<file path="src/psrc_pkg.sv">
package psrc_pkg;
  // ---------------------------------------------------------------
  // register map (byte offsets from the system control base)
  // ---------------------------------------------------------------
  localparam logic [31:0] sys_ctrl_base = 32'h400fe000;
  localparam logic [11:0] peripheral_soft_reset_one_off = 12'h044;
  localparam logic [11:0] port_soft_reset_off = 12'h048;
  localparam logic [31:0] peripheral_soft_reset_one_rst = 32'h00000000;
  localparam logic [31:0] port_soft_reset_rst = 32'h00000000;

  // ---------------------------------------------------------------
  // field positions
  // ---------------------------------------------------------------
  localparam int serial_port_zero_bit = 0;
  localparam int serial_port_one_bit = 1;
  localparam int sync_serial_unit_bit = 4;
  localparam int two_wire_unit_bit = 12;
  localparam int general_counter_zero_bit = 16;
  localparam int general_counter_one_bit = 17;
  localparam int general_counter_two_bit = 18;
  localparam int comparator_zero_bit = 24;
  localparam int port_count = 5;

  // writable bits of each register; all others are reserved
  localparam logic [31:0] peripheral_writable = 32'h01071013;
  localparam logic [31:0] port_writable = 32'h0000001f;

  // ---------------------------------------------------------------
  // carrier for the APB request
  // ---------------------------------------------------------------
  typedef struct packed {
    logic [11:0] addr;
    logic write;
    logic [31:0] wdata;
  } psrc_req_s;
endpackage

</file>
<file path="src/psrc_ctrl.sv">
`timescale 1ns/1ps
module psrc_ctrl (
  input wire logic pclk,
  input wire logic presetn,
  input wire logic psel,
  input wire logic penable,
  input wire logic pwrite,
  input wire logic [11:0] paddr,
  input wire logic [31:0] pwdata,
  input wire logic [3:0] pstrb,
  output logic [31:0] prdata,
  output logic pready,
  output logic pslverr,
  input wire logic [31:0] peripheral_presence_mask,
  input wire logic [31:0] port_presence_mask,
  output logic comparator_zero_reset,
  output logic general_counter_zero_reset,
  output logic general_counter_one_reset,
  output logic general_counter_two_reset,
  output logic two_wire_unit_reset,
  output logic sync_serial_unit_reset,
  output logic serial_port_zero_reset,
  output logic serial_port_one_reset,
  output logic [4:0] parallel_port_reset
);

  // ---------------------------------------------------------------
  // bus decode
  // ---------------------------------------------------------------
  psrc_pkg::psrc_req_s req;
  logic access;
  logic hit_one;
  logic hit_port;
  logic [31:0] strb_mask;
  // register state and next values; read data is a flop so prdata never glitches
  logic [31:0] one_q;
  logic [31:0] one_d;
  logic [31:0] port_q;
  logic [31:0] port_d;
  logic [31:0] rdata_q;
  logic [31:0] rdata_d;

  assign req = '{addr: paddr, write: pwrite, wdata: pwdata};
  assign access = psel && penable;
  assign hit_one = req.addr[11:2] == psrc_pkg::peripheral_soft_reset_one_off[11:2];
  assign hit_port = req.addr[11:2] == psrc_pkg::port_soft_reset_off[11:2];
  assign strb_mask = {{8{pstrb[3]}}, {8{pstrb[2]}}, {8{pstrb[1]}}, {8{pstrb[0]}}};
  // zero wait states; unmapped addresses answer with an error
  assign pready = 1'b1;
  assign pslverr = access && !(hit_one || hit_port);

  // ---------------------------------------------------------------
  // register next state
  // ---------------------------------------------------------------
  // presence mask is applied at write time, so a write can neither set nor clear an absent unit's bit
  always_comb begin
    logic [31:0] wm1;
    logic [31:0] wm2;
    wm1 = strb_mask & psrc_pkg::peripheral_writable & peripheral_presence_mask;
    wm2 = strb_mask & psrc_pkg::port_writable & port_presence_mask;
    one_d = one_q;
    port_d = port_q;
    rdata_d = rdata_q;
    if (access && req.write && hit_one) begin
      one_d = (one_q & ~wm1) | (req.wdata & wm1);
    end
    if (access && req.write && hit_port) begin
      port_d = (port_q & ~wm2) | (req.wdata & wm2);
    end
    if (psel && !penable && !req.write) begin
      // read data captured in setup so it is registered for the access cycle
      if (hit_one) begin
        rdata_d = one_q;
      end else if (hit_port) begin
        rdata_d = port_q;
      end else begin
        rdata_d = 32'h00000000;
      end
    end
  end

  // one flop group; asynchronous clear to the reset constants only
  always_ff @(posedge pclk or negedge presetn) begin
    if (!presetn) begin
      one_q <= psrc_pkg::peripheral_soft_reset_one_rst;
      port_q <= psrc_pkg::port_soft_reset_rst;
      rdata_q <= 32'h00000000;
    end else begin
      one_q <= one_d;
      port_q <= port_d;
      rdata_q <= rdata_d;
    end
  end

  // read data straight from its flop
  assign prdata = rdata_q;

  // ---------------------------------------------------------------
  // reset request outputs, straight from the flops
  // ---------------------------------------------------------------
  assign serial_port_zero_reset = one_q[psrc_pkg::serial_port_zero_bit];
  assign serial_port_one_reset = one_q[psrc_pkg::serial_port_one_bit];
  assign sync_serial_unit_reset = one_q[psrc_pkg::sync_serial_unit_bit];
  assign two_wire_unit_reset = one_q[psrc_pkg::two_wire_unit_bit];
  assign general_counter_zero_reset = one_q[psrc_pkg::general_counter_zero_bit];
  assign general_counter_one_reset = one_q[psrc_pkg::general_counter_one_bit];
  assign general_counter_two_reset = one_q[psrc_pkg::general_counter_two_bit];
  assign comparator_zero_reset = one_q[psrc_pkg::comparator_zero_bit];
  assign parallel_port_reset = port_q[psrc_pkg::port_count-1:0];

  // ---------------------------------------------------------------
  // checks
  // ---------------------------------------------------------------
  // reserved positions can never hold a one, whatever software writes
  reserved_zero_a: assert property (@(posedge pclk) disable iff (!presetn)
    ((one_q & ~psrc_pkg::peripheral_writable) == 32'h0) && (port_q[31:5] == 27'h0))
    else $error("reserved bit set");

  // a full-word write leaves exactly the present, writable bits it carried
  absent_unit_a: assert property (@(posedge pclk) disable iff (!presetn)
    (access && req.write && hit_one && pstrb == 4'hf) |=>
      one_q == ($past(req.wdata) & psrc_pkg::peripheral_writable & $past(peripheral_presence_mask)))
    else $error("peripheral write not masked");

  // same for the port register
  absent_port_a: assert property (@(posedge pclk) disable iff (!presetn)
    (access && req.write && hit_port && pstrb == 4'hf) |=>
      port_q == ($past(req.wdata) & psrc_pkg::port_writable & $past(port_presence_mask)))
    else $error("port write not masked");

  // an absent unit's bit keeps its value through any write, full or partial
  absent_keep_a: assert property (@(posedge pclk) disable iff (!presetn)
    (access && req.write && hit_one) |=>
      ((one_q ^ $past(one_q)) & ~$past(peripheral_presence_mask)) == 32'h0)
    else $error("absent unit bit changed");

  // an absent port's bit keeps its value through any write
  absent_port_keep_a: assert property (@(posedge pclk) disable iff (!presetn)
    (access && req.write && hit_port) |=>
      ((port_q ^ $past(port_q)) & ~$past(port_presence_mask)) == 32'h0)
    else $error("absent port bit changed");

  // strobes are honoured: a lane left out of a write keeps its old contents
  lane_keep_a: assert property (@(posedge pclk) disable iff (!presetn)
    (access && req.write && (hit_one || hit_port)) |=>
      (((one_q ^ $past(one_q)) & ~$past(strb_mask)) == 32'h0) &&
      (((port_q ^ $past(port_q)) & ~$past(strb_mask)) == 32'h0))
    else $error("unstrobed lane changed");

  // read data is taken at setup so it stands for the whole access phase
  read_one_a: assert property (@(posedge pclk) disable iff (!presetn)
    (psel && !penable && !pwrite && hit_one) |=> prdata == $past(one_q))
    else $error("peripheral read wrong");

  // same for the port register
  read_port_a: assert property (@(posedge pclk) disable iff (!presetn)
    (psel && !penable && !pwrite && hit_port) |=> prdata == $past(port_q))
    else $error("port read wrong");

  // unmapped offsets read zero rather than the last captured word
  unmapped_read_a: assert property (@(posedge pclk) disable iff (!presetn)
    (psel && !penable && !pwrite && !(hit_one || hit_port)) |=> prdata == 32'h0)
    else $error("unmapped read not zero");

  // an unmapped access flags an error and must not disturb either register
  unmapped_quiet_a: assert property (@(posedge pclk) disable iff (!presetn)
    (access && !(hit_one || hit_port)) |->
      pslverr ##1 ($stable(one_q) && $stable(port_q)))
    else $error("unmapped access misbehaved");

  // error flag only ever rises in the access phase
  err_only_access_a: assert property (@(posedge pclk) disable iff (!presetn)
    !access |-> !pslverr)
    else $error("error flag outside access");

  // serial port bits follow the written data, not merely the flop they read
  uart_map_a: assert property (@(posedge pclk) disable iff (!presetn)
    (access && req.write && hit_one && pstrb == 4'hf) |=>
      (serial_port_one_reset == $past(pwdata[1] & peripheral_presence_mask[1])) &&
      (serial_port_zero_reset == $past(pwdata[0] & peripheral_presence_mask[0])))
    else $error("serial port map wrong");

  // remaining unit bits, same idea; a swapped bit position would show here
  unit_map_a: assert property (@(posedge pclk) disable iff (!presetn)
    (access && req.write && hit_one && pstrb == 4'hf) |=>
      {comparator_zero_reset, general_counter_two_reset, general_counter_one_reset,
        general_counter_zero_reset, two_wire_unit_reset, sync_serial_unit_reset} ==
      $past({pwdata[24], pwdata[18], pwdata[17], pwdata[16], pwdata[12], pwdata[4]} &
        {peripheral_presence_mask[24], peripheral_presence_mask[18],
        peripheral_presence_mask[17], peripheral_presence_mask[16],
        peripheral_presence_mask[12], peripheral_presence_mask[4]}))
    else $error("unit reset map wrong");

  // port bits 4..0 drive ports e..a
  gpio_map_a: assert property (@(posedge pclk) disable iff (!presetn)
    (access && req.write && hit_port && pstrb == 4'hf) |=>
      parallel_port_reset == $past(pwdata[4:0] & port_presence_mask[4:0]))
    else $error("parallel port map wrong");

  // requests only move on a write to their own register
  hold_reset_a: assert property (@(posedge pclk) disable iff (!presetn)
    (!(access && pwrite)) |=> $stable(one_q) && $stable(port_q))
    else $error("reset bit changed without write");

  // while reset is low both registers and the read word sit at zero
  reset_clear_a: assert property (@(posedge pclk)
    !presetn |-> (one_q == 32'h0) && (port_q == 32'h0) && (prdata == 32'h0))
    else $error("registers not cleared in reset");

  // and no port, comparator, serial port or two-wire unit is held in reset by a stale request
  reset_outputs_a: assert property (@(posedge pclk)
    !presetn |-> (parallel_port_reset == 5'h00) && !comparator_zero_reset &&
      !serial_port_zero_reset && !serial_port_one_reset && !two_wire_unit_reset)
    else $error("reset request left set in reset");
endmodule

</file>
<file path="config.mk">
export PLATFORM = sky130hd
export DESIGN_NAME = psrc_ctrl
export DESIGN_NICKNAME = d
export VERILOG_FILES = /design/src/psrc_pkg.sv /design/src/psrc_ctrl.sv
export SDC_FILE = /design/constraint.sdc
export NUM_CORES = 1
export LEC_CHECK = 0
export ABC_AREA = 1
export CAP_MARGIN = 10
export CELL_PAD_IN_SITES_DETAIL_PLACEMENT = 0
export CELL_PAD_IN_SITES_GLOBAL_PLACEMENT = 1
export CORE_ASPECT_RATIO = 0.7
export CORE_MARGIN = 2
export CORE_UTILIZATION = 42
export CTS_CLUSTER_SIZE = 16
export DETAILED_ROUTE_END_ITERATION = 8
export DONT_BUFFER_PORTS = 1
export PLACE_DENSITY = 0.83
export SYNTH_ARGS = -nofsm -noshare
export SYNTH_HDL_FRONTEND = slang
export SYNTH_SLANG_ARGS = --single-unit
</file>
<file path="constraint.sdc">
create_clock -name pclk -period 2.2 [get_ports pclk]
set_clock_uncertainty 0.05 [all_clocks]
set_input_delay 0.44 -clock pclk [delete_from_list [all_inputs] [get_ports pclk]]
set_output_delay 0.44 -clock pclk [all_outputs]
set_load 0.02 [all_outputs]
</file>
==> reports/metrics.yaml <==
status: "complete, no violations"
rsz0062_at_grt: "false"
area_delta_synth_final_pct: 0.409
io_pins: 164
p_seq_share_pct: 54.1
synth-seq-cells: 23
avgSynthCellArea_um2: 7.46
postRouteAntennaNets: 0
ys_types: 20
cts_tree: "built"
wl_met1_um: 1660
post_route_cells_drive_above_1_share_pct: 10.7
hold_violations: 0
worst-endpoint-arrival_ps: 1190
clock_path_buffers: 2
grt_start_max_net_pins: 27
vias: 1196
dieArea_um2: 4150
cpLargestDelayFamily: "simple AND/OR/NAND/NOR gates"
p_int_mw: 0.568
fin_ws_ps: 522
yosysWarnings: 0
drcViolationCount: 0
dr.max_layer_used: "met4"
critical_path_class: "primary input to output port"
slowest_delay_ps: 250
fin_crit_ps: 1680
diodes: 0
final_cell_area_um2: 1540
setup_viol: 0
vias_per_cell: 4.67
clk_pin_slew_ps: 80
p_per_area_nw_per_um2: 509
place_inst: 251
postCtsSetupBuffers: 0
cts_buffers: 3
dr.pass1.iters: 4
synth-seq-area-share_pct: 37.6
pwr-share-comb_pct: 12.6
timing.hold.ws_ps: 262
critPathRequiredTime_ps: 1710
hpwlAfterDp_um: 2570
start_util_pct: 43.5
syn-cell-area_um2: 1530
hold_class: "primary input to flip-flop"
wl_per_cell_um: 13.3
drv_slew: 0
final_common_cell: "nand2_1"
crit_fanout: 3
vdd_drop_max_uv: 212
nNetsFinal: 324
portBuffers: 0
final_cell_mix: "70 x nand2_1, 28 x nand4_1, 23 x dfrtp_1, 23 x conb_1, 21 x inv_1"
synth_ff_type: "dfrtp_1"
p_sw_mw: 0.214
die_h_um: 54.5
placed_cell_area_um2: 1480
dp_slack_ps: 545
cts_sinks: 23
p_leak_nw: 0.933
coreArea_um2: 3510
swShare_pct: 27.3
synth_edf_count: 0
power.clock.fraction_pct: 33.2
dieWidth_um: 76.1
drt-initial-drc-count: 68
drt_wl_total_um: 3410
final_cells: 256
period_share_pct: 76.3
gp_congestion: 0.719
relSlewSlack_pct: 30.3
ctsResizeCount: 0
grt_pass1_wl_um: 5230
worst-slew-pin-transition_ps: 1040
clk-insertion-delay-late_ps: 260
async_reset_ff_share_pct: 100
max_freq_mhz: 596
htree_levels: 1
cp-start-kind: "primary input"
grt_antenna_before_repair: 0
grt-ovfl-total: 0
fp-row-count: 18
fillers: 398
crit_path_end_kind: "output port"
crit_buf_inv: 2
crit_path_cell_trace: "nor2_2, nand2_2, inv_2, nand2_4, nor2_8, nor3_1, buf_4"
clockRootBuffer: "clkbuf_8"
wl_met3_um: 314
cts_hold_buf: 1
wl_met2_um: 1420
fin_tns_setup_ps: 0
drv_cap: 0
grt_pass1_vias: 1064
cpMaxStageDelayCell: "nor3_1"
grtUsageTotal_pct: 16.6
synthCells: 205
-- metrics by stage --
stage / power [mW] / utilization [%]
global route: 0.815 / 43.7
finish: 0.782 / 43.7
global placement: 0.521 / 42.1
detailed placement: 0.521 / 42.1
floorplan: 0.544 / -
CTS: 0.789 / 43.7
-- Yosys cell counts (2+ instances only) --
cell type / count / area (um^2)
buf_2: 2 / 10.0
buf_4: 23 / 173
conb_1: 2 / 7.51
dfrtp_1: 23 / 576
inv_1: 21 / 78.8
inv_2: 5 / 18.8
nand2_1: 70 / 263
nand2_2: 2 / 12.5
nand3_1: 11 / 55.1
nand4_1: 28 / 175
nor2_1: 4 / 15.0
nor2_2: 2 / 12.5
nor2_4: 3 / 33.8
nor2_8: 2 / 40.0
nor3_1: 2 / 10.0
-- power groups by stage --
stage	Sequential, mW	Clock, mW	Combinational [mW]
floorplan	0.432	0	0.112
global placement	0.432	0	0.0887
detailed placement	0.432	0	0.0890
CTS	0.423	0.267	0.0991
global route	0.423	0.280	0.111
finish	0.423	0.260	0.0988
-- final cells by class --
| cell class | instances | area (um^2) | share of cell area, % |
|---|---|---|---|
| Timing Repair Buffer | 5 | 40.0 | 2.61 |
| Inverter | 26 | 97.6 | 6.36 |
| Multi-Input combinational cell | 148 | 714 | 46.5 |
| Sequential cell | 23 | 576 | 37.5 |
| Clock buffer | 4 | 45.0 | 2.93 |
| Tap cell | 50 | 62.6 | 4.07 |
-- final timing paths --
kind,start,end,slack [ps],cells after the start
setup / recovery,paddr[11],pslverr,520,7
hold / removal,pwdata[0],flip-flop,260,2
setup reg to reg,flip-flop,prdata[1],1240,4
hold reg to reg,prdata[12],prdata[12],580,2
max in group asynchronous,presetn,prdata[4],720,1
min in group asynchronous,presetn,prdata[18],760,1
-- kinds of logic after synthesis --
family	after synthesis	synth area share, %
buffers and inverters	55	20.8
flip-flops	23	37.6
other	2	0.491
AND/OR/NAND/NOR	125	41.1
-- metal layers --
| metal | vias up | global-route usage, % |
|---|---|---|
| li1 | 614 | - |
| met2 | 57 | 24.9 |
| met5 | - | 0 |
| met4 | 0 | 2.73 |
| met3 | 2 | 7.10 |
| met1 | 523 | 22.9 |
No activity file was read; power rests on OpenSTA's default activity.
